**config.mk**
```make
export PLATFORM = sky130hd
export DESIGN_NAME = rcm_ctrl
export DESIGN_NICKNAME = d
export VERILOG_FILES = /design/src/include/rcm_pkg.sv /design/src/hw/rcm_ctrl.sv /design/src/hw/rcm_rate_meter.sv
export SDC_FILE = /design/constraint.sdc
export NUM_CORES = 1
export LEC_CHECK = 0
export ABC_AREA = 1
export ABC_CLOCK_PERIOD_IN_PS = 3800
export BUFFER_PORTS_ARGS = -buffer_cell sky130_fd_sc_hd__buf_2
export CAP_MARGIN = 20
export CELL_PAD_IN_SITES_DETAIL_PLACEMENT = 1
export CELL_PAD_IN_SITES_GLOBAL_PLACEMENT = 2
export CORE_ASPECT_RATIO = 0.6
export CORE_MARGIN = 4
export CORE_UTILIZATION = 35
export CTS_BUF_LIST = sky130_fd_sc_hd__clkbuf_16
export DETAILED_ROUTE_END_ITERATION = 6
export PLACE_DENSITY = 0.82
export RECOVER_POWER = 50
export SLEW_MARGIN = 40
export SYNTH_ARGS = -nofsm -noshare
export SYNTH_HDL_FRONTEND = slang
export SYNTH_SLANG_ARGS = --single-unit
```
**constraint.sdc**
```tcl
create_clock -name sys_clk_in -period 3.8 [get_ports sys_clk_in]
set_input_delay 0 -clock sys_clk_in [delete_from_list [all_inputs] [get_ports sys_clk_in]]
set_output_delay 0 -clock sys_clk_in [all_outputs]
set_load 0.02 [all_outputs]
```
**src/include/rcm_pkg.sv**
```systemverilog
// Purpose: Shared constants and types for the reference clock and rate measure control
// Assumes: Register accesses arrive already decoded from the two-wire serial slave
// Notes: Subaddresses follow the device register order of eight entries
//
// How it works
// - Lock-to-reference bit locks; never both enables
// - Band field picks reference range
// - Ratio field sets locked rate multiple
// - Lock loss in reference mode restarts acquisition
// - Lock enable rising edge starts new sequence
// - Fine mode measures data against reference
// - Default band lowest, field selects higher
// - Fine mode leaves lock acquisition untouched
// - Fine enable is a level
// - Start pulse clears complete, restarts count
// - Complete low while running, high when valid
// - Result split over three bytes
// - Count scales by two to fourteen plus band
// - Coarse nine-bit code from two registers
// - Reacquire pulse restarts acquisition, keeps modes
package rcm_pkg;

    localparam logic [2:0] RCM_ADDR_FINE_UPPER = 3'h0;
    localparam logic [2:0] RCM_ADDR_FINE_MIDDLE = 3'h1;
    localparam logic [2:0] RCM_ADDR_FINE_LOWER = 3'h2;
    localparam logic [2:0] RCM_ADDR_ROUGH_UPPER = 3'h3;
    localparam logic [2:0] RCM_ADDR_MISC_STATUS = 3'h4;
    localparam logic [2:0] RCM_ADDR_PRIMARY = 3'h5;
    localparam logic [2:0] RCM_ADDR_SECONDARY = 3'h6;
    localparam logic [2:0] RCM_ADDR_TERTIARY = 3'h7;

    localparam int RCM_PRI_LOCK_REF_BIT = 0;
    localparam int RCM_PRI_FINE_EN_BIT = 1;
    localparam int RCM_PRI_RATIO_LSB = 2;
    localparam int RCM_PRI_BAND_LSB = 6;
    localparam int RCM_SEC_MEAS_START_BIT = 3;
    localparam int RCM_SEC_REACQ_BIT = 5;
    localparam int RCM_MISC_COARSE_LSB_BIT = 0;
    localparam int RCM_MISC_DONE_BIT = 2;

    localparam logic [7:0] RCM_PRIMARY_RESET = 8'h00;
    localparam logic [7:0] RCM_SECONDARY_RESET = 8'h00;
    localparam logic [7:0] RCM_TERTIARY_RESET = 8'h00;
    localparam logic [3:0] RCM_RATIO_MAX = 4'h8;

    localparam int RCM_FINE_WIDTH = 23;
    localparam int RCM_WINDOW_BASE_EXP = 14;
    localparam int RCM_WINDOW_WIDTH = 18;
    localparam int RCM_COARSE_WIDTH = 9;

    // Typical measurement time at the lowest band, informative
    localparam int RCM_MEAS_TYP_MS = 80;
    localparam int RCM_SYS_CLK_HZ = 50000000;
    localparam int RCM_MEAS_TYP_CYCLES = RCM_MEAS_TYP_MS * (RCM_SYS_CLK_HZ / 1000);

    typedef struct packed {
        logic wr;
        logic rd;
        logic [2:0] addr;
        logic [7:0] wdata;
    } rcm_reg_req_t;

    typedef struct packed {
        logic lock_ref;
        logic [1:0] band;
        logic [3:0] ratio;
        logic fine_en;
    } rcm_mode_t;

endpackage : rcm_pkg

```
**src/hw/rcm_ctrl.sv**
```systemverilog
// Purpose: Register file, lock control and rate readback for the recovery receiver
// Assumes: Pins ref_tick, data_tick and loss_of_lock are asynchronous to sys_clk_in
// Notes: Register reads answer one cycle after the request, from a flop
`timescale 1ns/1ns
`default_nettype none
module rcm_ctrl
    import rcm_pkg::*;
(
    input wire logic sys_clk_in,
    input wire logic rst_in,
    input wire rcm_reg_req_t reg_req_in,
    output logic [7:0] reg_rdata_out,
    output logic reg_ack_out,
    input wire logic reference_clock_input_in,
    input wire logic data_tick_in,
    input wire logic loss_of_lock_flag_in,
    input wire logic [RCM_COARSE_WIDTH-1:0] rough_code_in,
    output rcm_mode_t mode_out,
    output logic [7:0] tertiary_config_out,
    output logic lock_ref_start_out,
    output logic acquire_start_out
);

    // Read data for one subaddress
    function automatic logic [7:0] read_mux(
        input logic [2:0] addr,
        input logic [RCM_FINE_WIDTH-1:0] fine,
        input logic [7:0] rough_hi,
        input logic [7:0] misc,
        input logic [7:0] pri,
        input logic [7:0] sec,
        input logic [7:0] ter
    );
        unique case (addr)
            RCM_ADDR_FINE_UPPER: read_mux = {1'b0, fine[22:16]};
            RCM_ADDR_FINE_MIDDLE: read_mux = fine[15:8];
            RCM_ADDR_FINE_LOWER: read_mux = fine[7:0];
            RCM_ADDR_ROUGH_UPPER: read_mux = rough_hi;
            RCM_ADDR_MISC_STATUS: read_mux = misc;
            RCM_ADDR_PRIMARY: read_mux = pri;
            RCM_ADDR_SECONDARY: read_mux = sec;
            RCM_ADDR_TERTIARY: read_mux = ter;
        endcase
    endfunction : read_mux

    // Falling edge of a written trigger bit
    function automatic logic fell(input logic old_bit, input logic new_bit);
        fell = old_bit & ~new_bit;
    endfunction : fell

    // Pin synchronisers
    logic [2:0] sync1_reg;
    logic [2:0] sync2_reg;
    logic [2:0] sync3_reg;
    logic ref_rise;
    logic data_rise;
    logic lol_rise;
    logic lol_now;

    always_ff @(posedge sys_clk_in or posedge rst_in) begin
        if (rst_in) begin
            sync1_reg <= 3'h0;
            sync2_reg <= 3'h0;
            sync3_reg <= 3'h0;
        end else begin
            sync1_reg <= {loss_of_lock_flag_in, data_tick_in, reference_clock_input_in};
            sync2_reg <= sync1_reg;
            sync3_reg <= sync2_reg;
        end
    end

    assign ref_rise = sync2_reg[0] & ~sync3_reg[0];
    assign data_rise = sync2_reg[1] & ~sync3_reg[1];
    assign lol_now = sync2_reg[2];
    assign lol_rise = sync2_reg[2] & ~sync3_reg[2];

    // Configuration registers
    logic [7:0] pri_reg, pri_next;
    logic [7:0] sec_reg, sec_next;
    logic [7:0] ter_reg, ter_next;
    logic wr_pri;
    logic wr_sec;

    always_comb begin
        wr_pri = reg_req_in.wr && reg_req_in.addr == RCM_ADDR_PRIMARY;
        wr_sec = reg_req_in.wr && reg_req_in.addr == RCM_ADDR_SECONDARY;
        pri_next = pri_reg;
        sec_next = sec_reg;
        ter_next = ter_reg;
        if (wr_pri) begin
            pri_next = reg_req_in.wdata;
        end
        if (wr_sec) begin
            sec_next = reg_req_in.wdata;
        end
        if (reg_req_in.wr && reg_req_in.addr == RCM_ADDR_TERTIARY) begin
            ter_next = reg_req_in.wdata;
        end
    end

    always_ff @(posedge sys_clk_in or posedge rst_in) begin
        if (rst_in) begin
            pri_reg <= RCM_PRIMARY_RESET;
            sec_reg <= RCM_SECONDARY_RESET;
            ter_reg <= RCM_TERTIARY_RESET;
        end else begin
            pri_reg <= pri_next;
            sec_reg <= sec_next;
            ter_reg <= ter_next;
        end
    end

    // Mode decode
    logic lock_ref_en;
    logic fine_en;
    logic [1:0] band;
    logic [3:0] ratio;
    logic meas_start;
    logic reacq_req;
    logic lock_ref_rise;

    always_comb begin
        lock_ref_en = pri_reg[RCM_PRI_LOCK_REF_BIT];
        // Unsupported combination: lock mode wins, measurement held off
        fine_en = pri_reg[RCM_PRI_FINE_EN_BIT] & ~lock_ref_en;
        band = pri_reg[RCM_PRI_BAND_LSB +: 2];
        ratio = pri_reg[RCM_PRI_RATIO_LSB +: 4];
        if (ratio > RCM_RATIO_MAX) begin
            ratio = RCM_RATIO_MAX;
        end
        lock_ref_rise = wr_pri && !pri_reg[RCM_PRI_LOCK_REF_BIT]
            && pri_next[RCM_PRI_LOCK_REF_BIT];
        meas_start = wr_sec && fell(sec_reg[RCM_SEC_MEAS_START_BIT],
            sec_next[RCM_SEC_MEAS_START_BIT]);
        reacq_req = wr_sec && fell(sec_reg[RCM_SEC_REACQ_BIT],
            sec_next[RCM_SEC_REACQ_BIT]);
    end

    // Fine measurement engine
    logic fine_done;
    logic [RCM_FINE_WIDTH-1:0] fine_count;

    rcm_rate_meter u_meter (
        .sys_clk_in(sys_clk_in),
        .rst_in(rst_in),
        .enable_in(fine_en),
        .start_in(meas_start),
        .band_in(band),
        .ref_rise_in(ref_rise),
        .data_rise_in(data_rise),
        .done_out(fine_done),
        .count_out(fine_count)
    );

    // Coarse code capture and acquisition pulses
    logic [RCM_COARSE_WIDTH-1:0] coarse_reg, coarse_next;
    logic lock_start_reg, lock_start_next;
    logic acq_reg, acq_next;
    rcm_mode_t mode_reg, mode_next;

    always_comb begin
        coarse_next = coarse_reg;
        if (!lol_now) begin
            coarse_next = rough_code_in;
        end
        lock_start_next = lock_ref_rise;
        // Auto relock in lock mode; modes untouched by reacquire
        acq_next = reacq_req | (lock_ref_en & lol_rise);
        mode_next.lock_ref = lock_ref_en;
        mode_next.band = band;
        mode_next.ratio = ratio;
        mode_next.fine_en = fine_en;
    end

    always_ff @(posedge sys_clk_in or posedge rst_in) begin
        if (rst_in) begin
            coarse_reg <= '0;
            lock_start_reg <= 1'b0;
            acq_reg <= 1'b0;
            mode_reg <= '0;
        end else begin
            coarse_reg <= coarse_next;
            lock_start_reg <= lock_start_next;
            acq_reg <= acq_next;
            mode_reg <= mode_next;
        end
    end

    // Register read port
    logic [7:0] misc_status;
    logic [7:0] rdata_reg, rdata_next;
    logic ack_reg, ack_next;

    always_comb begin
        misc_status = 8'h00;
        misc_status[RCM_MISC_COARSE_LSB_BIT] = coarse_reg[0];
        misc_status[RCM_MISC_DONE_BIT] = fine_done;
        rdata_next = rdata_reg;
        ack_next = reg_req_in.wr | reg_req_in.rd;
        if (reg_req_in.rd) begin
            rdata_next = read_mux(reg_req_in.addr, fine_count,
                coarse_reg[RCM_COARSE_WIDTH-1:1], misc_status, pri_reg, sec_reg, ter_reg);
        end
    end

    always_ff @(posedge sys_clk_in or posedge rst_in) begin
        if (rst_in) begin
            rdata_reg <= 8'h00;
            ack_reg <= 1'b0;
        end else begin
            rdata_reg <= rdata_next;
            ack_reg <= ack_next;
        end
    end

    assign reg_rdata_out = rdata_reg;
    assign reg_ack_out = ack_reg;
    assign mode_out = mode_reg;
    assign tertiary_config_out = ter_reg;
    assign lock_ref_start_out = lock_start_reg;
    assign acquire_start_out = acq_reg;

endmodule : rcm_ctrl
`default_nettype wire

```
**src/hw/rcm_rate_meter.sv**
```systemverilog
// Purpose: Fine data rate counter timed by reference clock edges
// Assumes: Edge pulses arrive already synchronised to sys_clk_in
// Notes: Window length is two to the fourteen plus band reference edges
`timescale 1ns/1ns
`default_nettype none
module rcm_rate_meter
    import rcm_pkg::*;
(
    input wire logic sys_clk_in,
    input wire logic rst_in,
    input wire logic enable_in,
    input wire logic start_in,
    input wire logic [1:0] band_in,
    input wire logic ref_rise_in,
    input wire logic data_rise_in,
    output logic done_out,
    output logic [RCM_FINE_WIDTH-1:0] count_out
);

    typedef enum logic [0:0] {
        RCM_MS_IDLE = 1'b0,
        RCM_MS_RUN = 1'b1
    } rcm_meter_state_t;

    function automatic logic [RCM_WINDOW_WIDTH-1:0] window_last(input logic [1:0] band);
        window_last = RCM_WINDOW_WIDTH'((32'h1 << (RCM_WINDOW_BASE_EXP + int'(band))) - 1);
    endfunction : window_last

    rcm_meter_state_t state_reg, state_next;
    logic [RCM_WINDOW_WIDTH-1:0] win_reg, win_next;
    logic [RCM_FINE_WIDTH-1:0] cnt_reg, cnt_next;
    logic [RCM_FINE_WIDTH-1:0] result_reg, result_next;
    logic done_reg, done_next;
    logic [RCM_FINE_WIDTH-1:0] cnt_inc;

    always_comb begin
        cnt_inc = (data_rise_in && cnt_reg != '1) ? cnt_reg + 1'b1 : cnt_reg;
        state_next = state_reg;
        win_next = win_reg;
        cnt_next = cnt_reg;
        result_next = result_reg;
        done_next = done_reg;
        if (!enable_in) begin
            state_next = RCM_MS_IDLE;
            done_next = 1'b0;
        end else if (start_in) begin
            state_next = RCM_MS_RUN;
            done_next = 1'b0;
            win_next = '0;
            cnt_next = '0;
        end else begin
            unique case (state_reg)
                RCM_MS_IDLE: begin
                end
                RCM_MS_RUN: begin
                    cnt_next = cnt_inc;
                    if (ref_rise_in) begin
                        win_next = win_reg + 1'b1;
                        if (win_reg == window_last(band_in)) begin
                            result_next = cnt_inc;
                            done_next = 1'b1;
                            state_next = RCM_MS_IDLE;
                        end
                    end
                end
            endcase
        end
    end

    always_ff @(posedge sys_clk_in or posedge rst_in) begin
        if (rst_in) begin
            state_reg <= RCM_MS_IDLE;
            win_reg <= '0;
            cnt_reg <= '0;
            result_reg <= '0;
            done_reg <= 1'b0;
        end else begin
            state_reg <= state_next;
            win_reg <= win_next;
            cnt_reg <= cnt_next;
            result_reg <= result_next;
            done_reg <= done_next;
        end
    end

    assign done_out = done_reg;
    assign count_out = result_reg;

endmodule : rcm_rate_meter
`default_nettype wire

```
# [Word level (Yosys, flattened, before mapping)]
# Index checks and enable logic that the tools add are counted.
[word_totals] regBits=127 inputBits=27 output_inout_bits=27 word_cells=92
[op_classes] n_addsub=4 order_cmp=1 eq_ne=12 shift=1 muxes=20 bitwise_logic=16 n_reduce_logical=16
[ops] op="23-bit 2-to-1 mux" n=3
[ops] op="8-bit case mux with 8 select lines" n=1
[ops] op="18-bit 2-to-1 mux" n=3
[ops] op="1-bit by 32-bit << shifter with 18-bit output (first input constant)" n=1
[ops] op="23-bit by 1-bit adder with 23-bit output (second input constant)" n=1
[ops] op="23-bit != test (second input constant)" n=1
[ops] op="18-bit by 1-bit adder with 18-bit output (second input constant)" n=1
[ops] op="18-bit == test" n=1
[ops] op="18-bit by 1-bit subtractor with 18-bit output (second input constant)" n=1
[ops] op="3-bit == test (second input constant)" n=4
[ops] op="1-bit 2-to-1 mux" n=11
[ops] op="3-bit != test (second input constant)" n=3
[ops] op="1-bit logical AND" n=8
[ops] op="1-bit bitwise AND" n=7
[ops] op="1-bit NOT" n=7
[ops] op="3-bit by 2-bit == test with 1-bit output (second input constant)" n=2
[ops] op="6-bit 2-to-1 mux" n=1
[ops] op="3-bit AND reduction" n=2
[ops] op="4-bit by 2-bit adder with 5-bit output (first input constant)" n=1
[ops] op="5-bit AND reduction" n=1
[ops] op="4-bit greater-than comparator (second input constant)" n=1
[ops] op="4-bit 2-to-1 mux" n=1
[ops] op="2-bit nonzero test" n=2
[ops] op="3-bit by 1-bit == test with 1-bit output (second input constant)" n=1
[ops] op="other kinds (4)" n=5

# [Depth between registers and ports, before layout]
[logic_depth] ltp_word=9 mapped_depth=12 depth_no_buf=11

# [Hierarchy]
# A second synthesis with hierarchy kept.
[hier_totals] hier_cells=859 hier_area_um2=6660.1
[modules_own_cells] module="rcm_rate_meter" n_inst=1 cells_each=546 area_per_inst_um2=3896.2 seq_area_each_um2=1651.6
[modules_own_cells] module="rcm_ctrl" n_inst=1 cells_each=313 area_per_inst_um2=2763.9 seq_area_each_um2=1526.5

# [Worst setup path before layout]
# No wires, ideal clock.
[synth_timing] path_type="register to register" start="reg u_meter.cnt_reg[0]" end="reg u_meter.result_reg[13] (netlist: u_meter.count_out[13])" setup_time_ns=0.116 arrival_time_ns=1.656 required_time_ns=3.684 slack_ns=2.028 path_stages_with_launch=12 path_buffers=1 synth_period_minus_slack_ns=1.772 cell_sequence="dfrtp_1 ha_1 inv_2 nor2_4 nand2_2 nor2_4 a21boi_2 buf_4 nand2_1 nand2_1 nand2_1 nand2_1"
[synth_between] elab_chain_cells=3 word_cells_on_any_way=4 cone_classes="add/sub (1); eq/ne (1); mux (1); reduce/logical (1)"
[synth_rtl] item="start, declared" line="rcm_rate_meter.sv:31" text="logic [RCM_FINE_WIDTH-1:0] cnt_reg, cnt_next;"
[synth_rtl] item="start signal, assigned" line="rcm_rate_meter.sv:80" text="cnt_reg <= cnt_next;"
[synth_rtl] item="parallel branches: the longest is 2 deep, another holds 23-bit by 1-bit adder with 23-bit output"
[synth_rtl] item="23-bit 2-to-1 mux *" line="rcm_rate_meter.sv:37" text="cnt_inc = (data_rise_in && cnt_reg != '1) ? cnt_reg + 1'b1 : cnt_reg;"
[synth_rtl] item="end signal, assigned" line="rcm_rate_meter.sv:81" text="result_reg <= result_next;"
[synth_rtl] item="end, declared" line="rcm_rate_meter.sv:32" text="logic [RCM_FINE_WIDTH-1:0] result_reg, result_next;"
# Every way passes the cells marked *.
# A chain may end at the register's enable or synchronous reset.

# [Worst setup path in the final report]
[layout_timing] start="reg u_meter.win_reg[0]" end="reg u_meter.result_reg[8] (netlist: u_meter.count_out[8])"
[layout_between] elab_chain_cells=2
[layout_rtl] item="start, declared" line="rcm_rate_meter.sv:30" text="logic [RCM_WINDOW_WIDTH-1:0] win_reg, win_next;"
[layout_rtl] item="start signal, assigned" line="rcm_rate_meter.sv:79" text="win_reg <= win_next;"
[layout_rtl] item="18-bit == test" line="rcm_rate_meter.sv:59" text="if (win_reg == window_last(band_in)) begin"
[layout_rtl] item="5-bit AND reduction (no line)"
# No other way between the ends.

==> results_dict.tcl <==
set metrics [dict create \
    outcome "finished with violations" \
    violations "capacitance limit, slew limit" \
    reg2reg_depth 9 \
    critPathMostFrequentCell "nand2_1" \
    cp.buffers_inverters 1 \
    clock_skew_ns 0.00957 \
    vdd_ir_drop_max_mv 0.296 \
    drive_above_1_share 0.123 \
    wirelength_um 20700 \
    rsz0062_at_grt "false" \
    grt-ovfl-total 0 \
    start_util 0.358 \
    topRoutingLayerUsed "met4" \
    cp_slowest_stage_delay_ns 0.50 \
    worstSkewPairLatency_ns 0.42 \
    r2r_end "u_meter.count_out[8]$_DFFE_PP0P_" \
    ant_nets 0 \
    drc_errors 0 \
    slowest_stage "inv_2" \
    cp.depth 9 \
    synth_area_um2 6510 \
    port_buffers 53 \
    fin_crit_ns 2.50 \
    r2r-start "u_meter.win_reg[0]$_DFFE_PP0P_" \
    yosys_warnings 0 \
    cts-root-buf "clkbuf_16" \
    ys_seq_area_frac 0.488 \
    hp-class "primary input to register" \
    pre_cts_ws_ns 1.27 \
    nFillCells 2238 \
    vias 5874 \
    rrSetupSlack_ns 1.30 \
    grt_pass1_vias 5968 \
    hold_viol 0 \
    antenna_found_initial 1 \
    grt_pass1_wl_um 33500 \
    yosys.area.top_type_share 0.488 \
    ys_top_cells_by_area "dfrtp_1 49%, nand2_1 22%, o21ai_0 4.4%, nor2_1 4.3%, inv_1 3.2%" \
    critPathKind "register to register" \
    clk_path_buf_depth 2 \
    place_area_um2 6990 \
    max-slew-margin-rel -0.519 \
    hp-start "reg_req_in[8]" \
    wl_met2_um 7880 \
    endpoint_kind "register" \
    tightestPinTransition_ns 2.28 \
    tns_ns 0 \
    arrival_ns 2.86 \
    startpoint_type "register" \
    synth_cells 855 \
    endpoint "u_meter.count_out[8]$_DFFE_PP0P_" \
    first_iter_violations 486 \
    power_density_nw_per_um2 473 \
    drv_cap 1 \
    drt_pass1_iterations 5 \
    postCtsSetupRepairBufs 0 \
    cts_sinks 127 \
    ys_seq_elements 127 \
    dpl.hpwl_um 15100 \
    wirelength_met1_um 11500 \
    io_pins 54 \
    avgViaCountPerCell 4.95 \
    htreeDepth 4 \
    tritoncts.num_buffers 17 \
    syn_area_per_cell_um2 7.61 \
    rows 38 \
    cp_top_family "simple AND/OR/NAND/NOR gates" \
    fmax_mhz 400 \
    p_leak_nw 3.74 \
    area_delta_synth_final_pct 19.7 \
    dr_wl_met3_um 1110 \
    grt_max_degree 106 \
    period_share 0.658 \
    synth_fp_nets 884 \
    clk_transition_reported_paths_ns 0.06 \
    core-area_um2 18200 \
    crit_chain "ha_1, nand3_2, nor2_2, nand2_2, nor2_4, nand4_4, inv_2, nand2_1, nand2_1" \
    cp-startpoint "u_meter.win_reg[0]$_DFFE_PP0P_" \
    finalInstanceArea_um2 7790 \
    yosys.cell_types.count 38 \
    track_usage 0.206 \
    synth_top_area_cell "dfrtp_1" \
    nets 962 \
    fin_util 0.429 \
    place.gp.congestion 0.853 \
    stdcell_count 1186 \
    wl_per_cell_um 17.4 \
    dieArea_um2 20900 \
    antennaDiodeCount 0 \
    placed_cells 1131 \
    drv_slew 106 \
    die_height_um 114 \
    path_max_fanout 25 \
    setup_slack_ns 1.30 \
    required_ns 4.16 \
    cts_tree "built" \
    setup_violations 0 \
    die_w_um 184 \
]
worst min-delay path by stage:
stage	to	slack, ns	cells past startpoint
floorplan	sync1_reg[0]$_DFF_PP0_	0.03	0
global placement	sync1_reg[0]$_DFF_PP0_	0.11	1
detailed placement	sync1_reg[1]$_DFF_PP0_	0.11	1
CTS	sec_reg[3]$_DFF_PP0_	0.08	5
global route	reg_rdata_out[1]$_DFFE_PP0P_	0.22	6
finish	reg_rdata_out[1]$_DFFE_PP0P_	0.17	6
worst min-delay path, cell delays in order:
cell     delay, ns
buf_2         0.15
nor2_1        0.10
a21oi_1       0.12
nand3_1       0.09
nand2_1       0.06
nand2_1       0.04
stage by stage:
stage | total power, mW | hold slack (ns)
after floorplan | 1.79 | 0.0314
after global placement | 1.95 | 0.109
after detailed placement | 1.96 | 0.109
after CTS | 3.73 | 0.0778
after global routing | 3.84 | 0.220
final | 3.69 | 0.173
power breakdown:
part	switching (mW)	leakage [nW]	total (mW)	internal, mW
registers	0.0937	1.66	1.56	1.46
clock network	0.645	0.287	1.74	1.09
logic	0.273	1.80	0.394	0.121
total	1.01	3.74	3.69	2.68
placed cells by master, fill, tap and decap left out, drive strengths merged, types with 2 or more instances in the layout:
cell type and instances:
inv 62, clkbuf 36, nand2 383, xnor2 8, nand4 17, o21ai 68, ha 2, a21oi 11
buf 37, clkinv 7, nand3 39, mux2 8, or2 3, nor2 83, dlygate4sd3 23, xor2 10
o22ai 2, nor3 4, bufinv 4, clkinvlp 6, dfrtp 127
routing by layer:
metal,global-route usage,up-vias
li1,-,2861
met1,0.337,2905
met2,0.269,95
met3,0.0456,13
met4,0.0517,0
met5,0,-
cell families after synthesis:
| kind of cell | synth area share |
|---|---|
| and+or+nand+nor | 0.338 |
| DFF | 0.488 |
| AOI/OAI and AO/OA | 0.0761 |
| buffers and inverters | 0.0561 |
| xor gates and xnor gates | 0.0242 |
| muxes | 0.0138 |
| adders and majority gates | 0.00384 |
area by class of cell:
| cell class | count | area, um2 | share of cell area |
|---|---|---|---|
| inverters | 64 | 244 | 0.0313 |
| flip-flops and latches | 127 | 3180 | 0.408 |
| clock buffers | 17 | 425 | 0.0546 |
| clock inverters | 15 | 193 | 0.0247 |
| well taps | 240 | 300 | 0.0385 |
| repair buffers | 79 | 494 | 0.0634 |
| multi-input cells | 644 | 2960 | 0.379 |
synthesized netlist by cell type:
cell      number
nand2_1      377
dfrtp_1      127
nor2_1        74
o21ai_0       57
inv_1         56
nand3_1       37
nand4_1       16
a21oi_1       11
o21ai_2       10
xor2_1        10
mux2_2         8
xnor2_1        8
buf_2          7
clkbuf_1       7
buf_6          5
inv_2          5
nand2_2        5
nor2_2         5
clkinv_1       3
nor2_4         3
nor3_1         3
or2_2          3
ha_1           2
o22ai_1        2
a21boi_2       1
a21o_1         1
a22o_1         1
a31o_2         1
a31oi_1        1
buf_4          1
nand2_4        1
nand3_2        1
nand3_4        1
nand4_4        1
nor2_8         1
nor3_2         1
o21ai_1        1
o21bai_1       1
repair_timing:
item / in CTS / in global routing
gates resized for setup: 0 / 0
endpoints found under the setup margin: 0 / 0
endpoints found under the hold margin: 150 / 0
hold buffers: 23 / 0
Note: power is estimated with default switching activity, not from simulation.
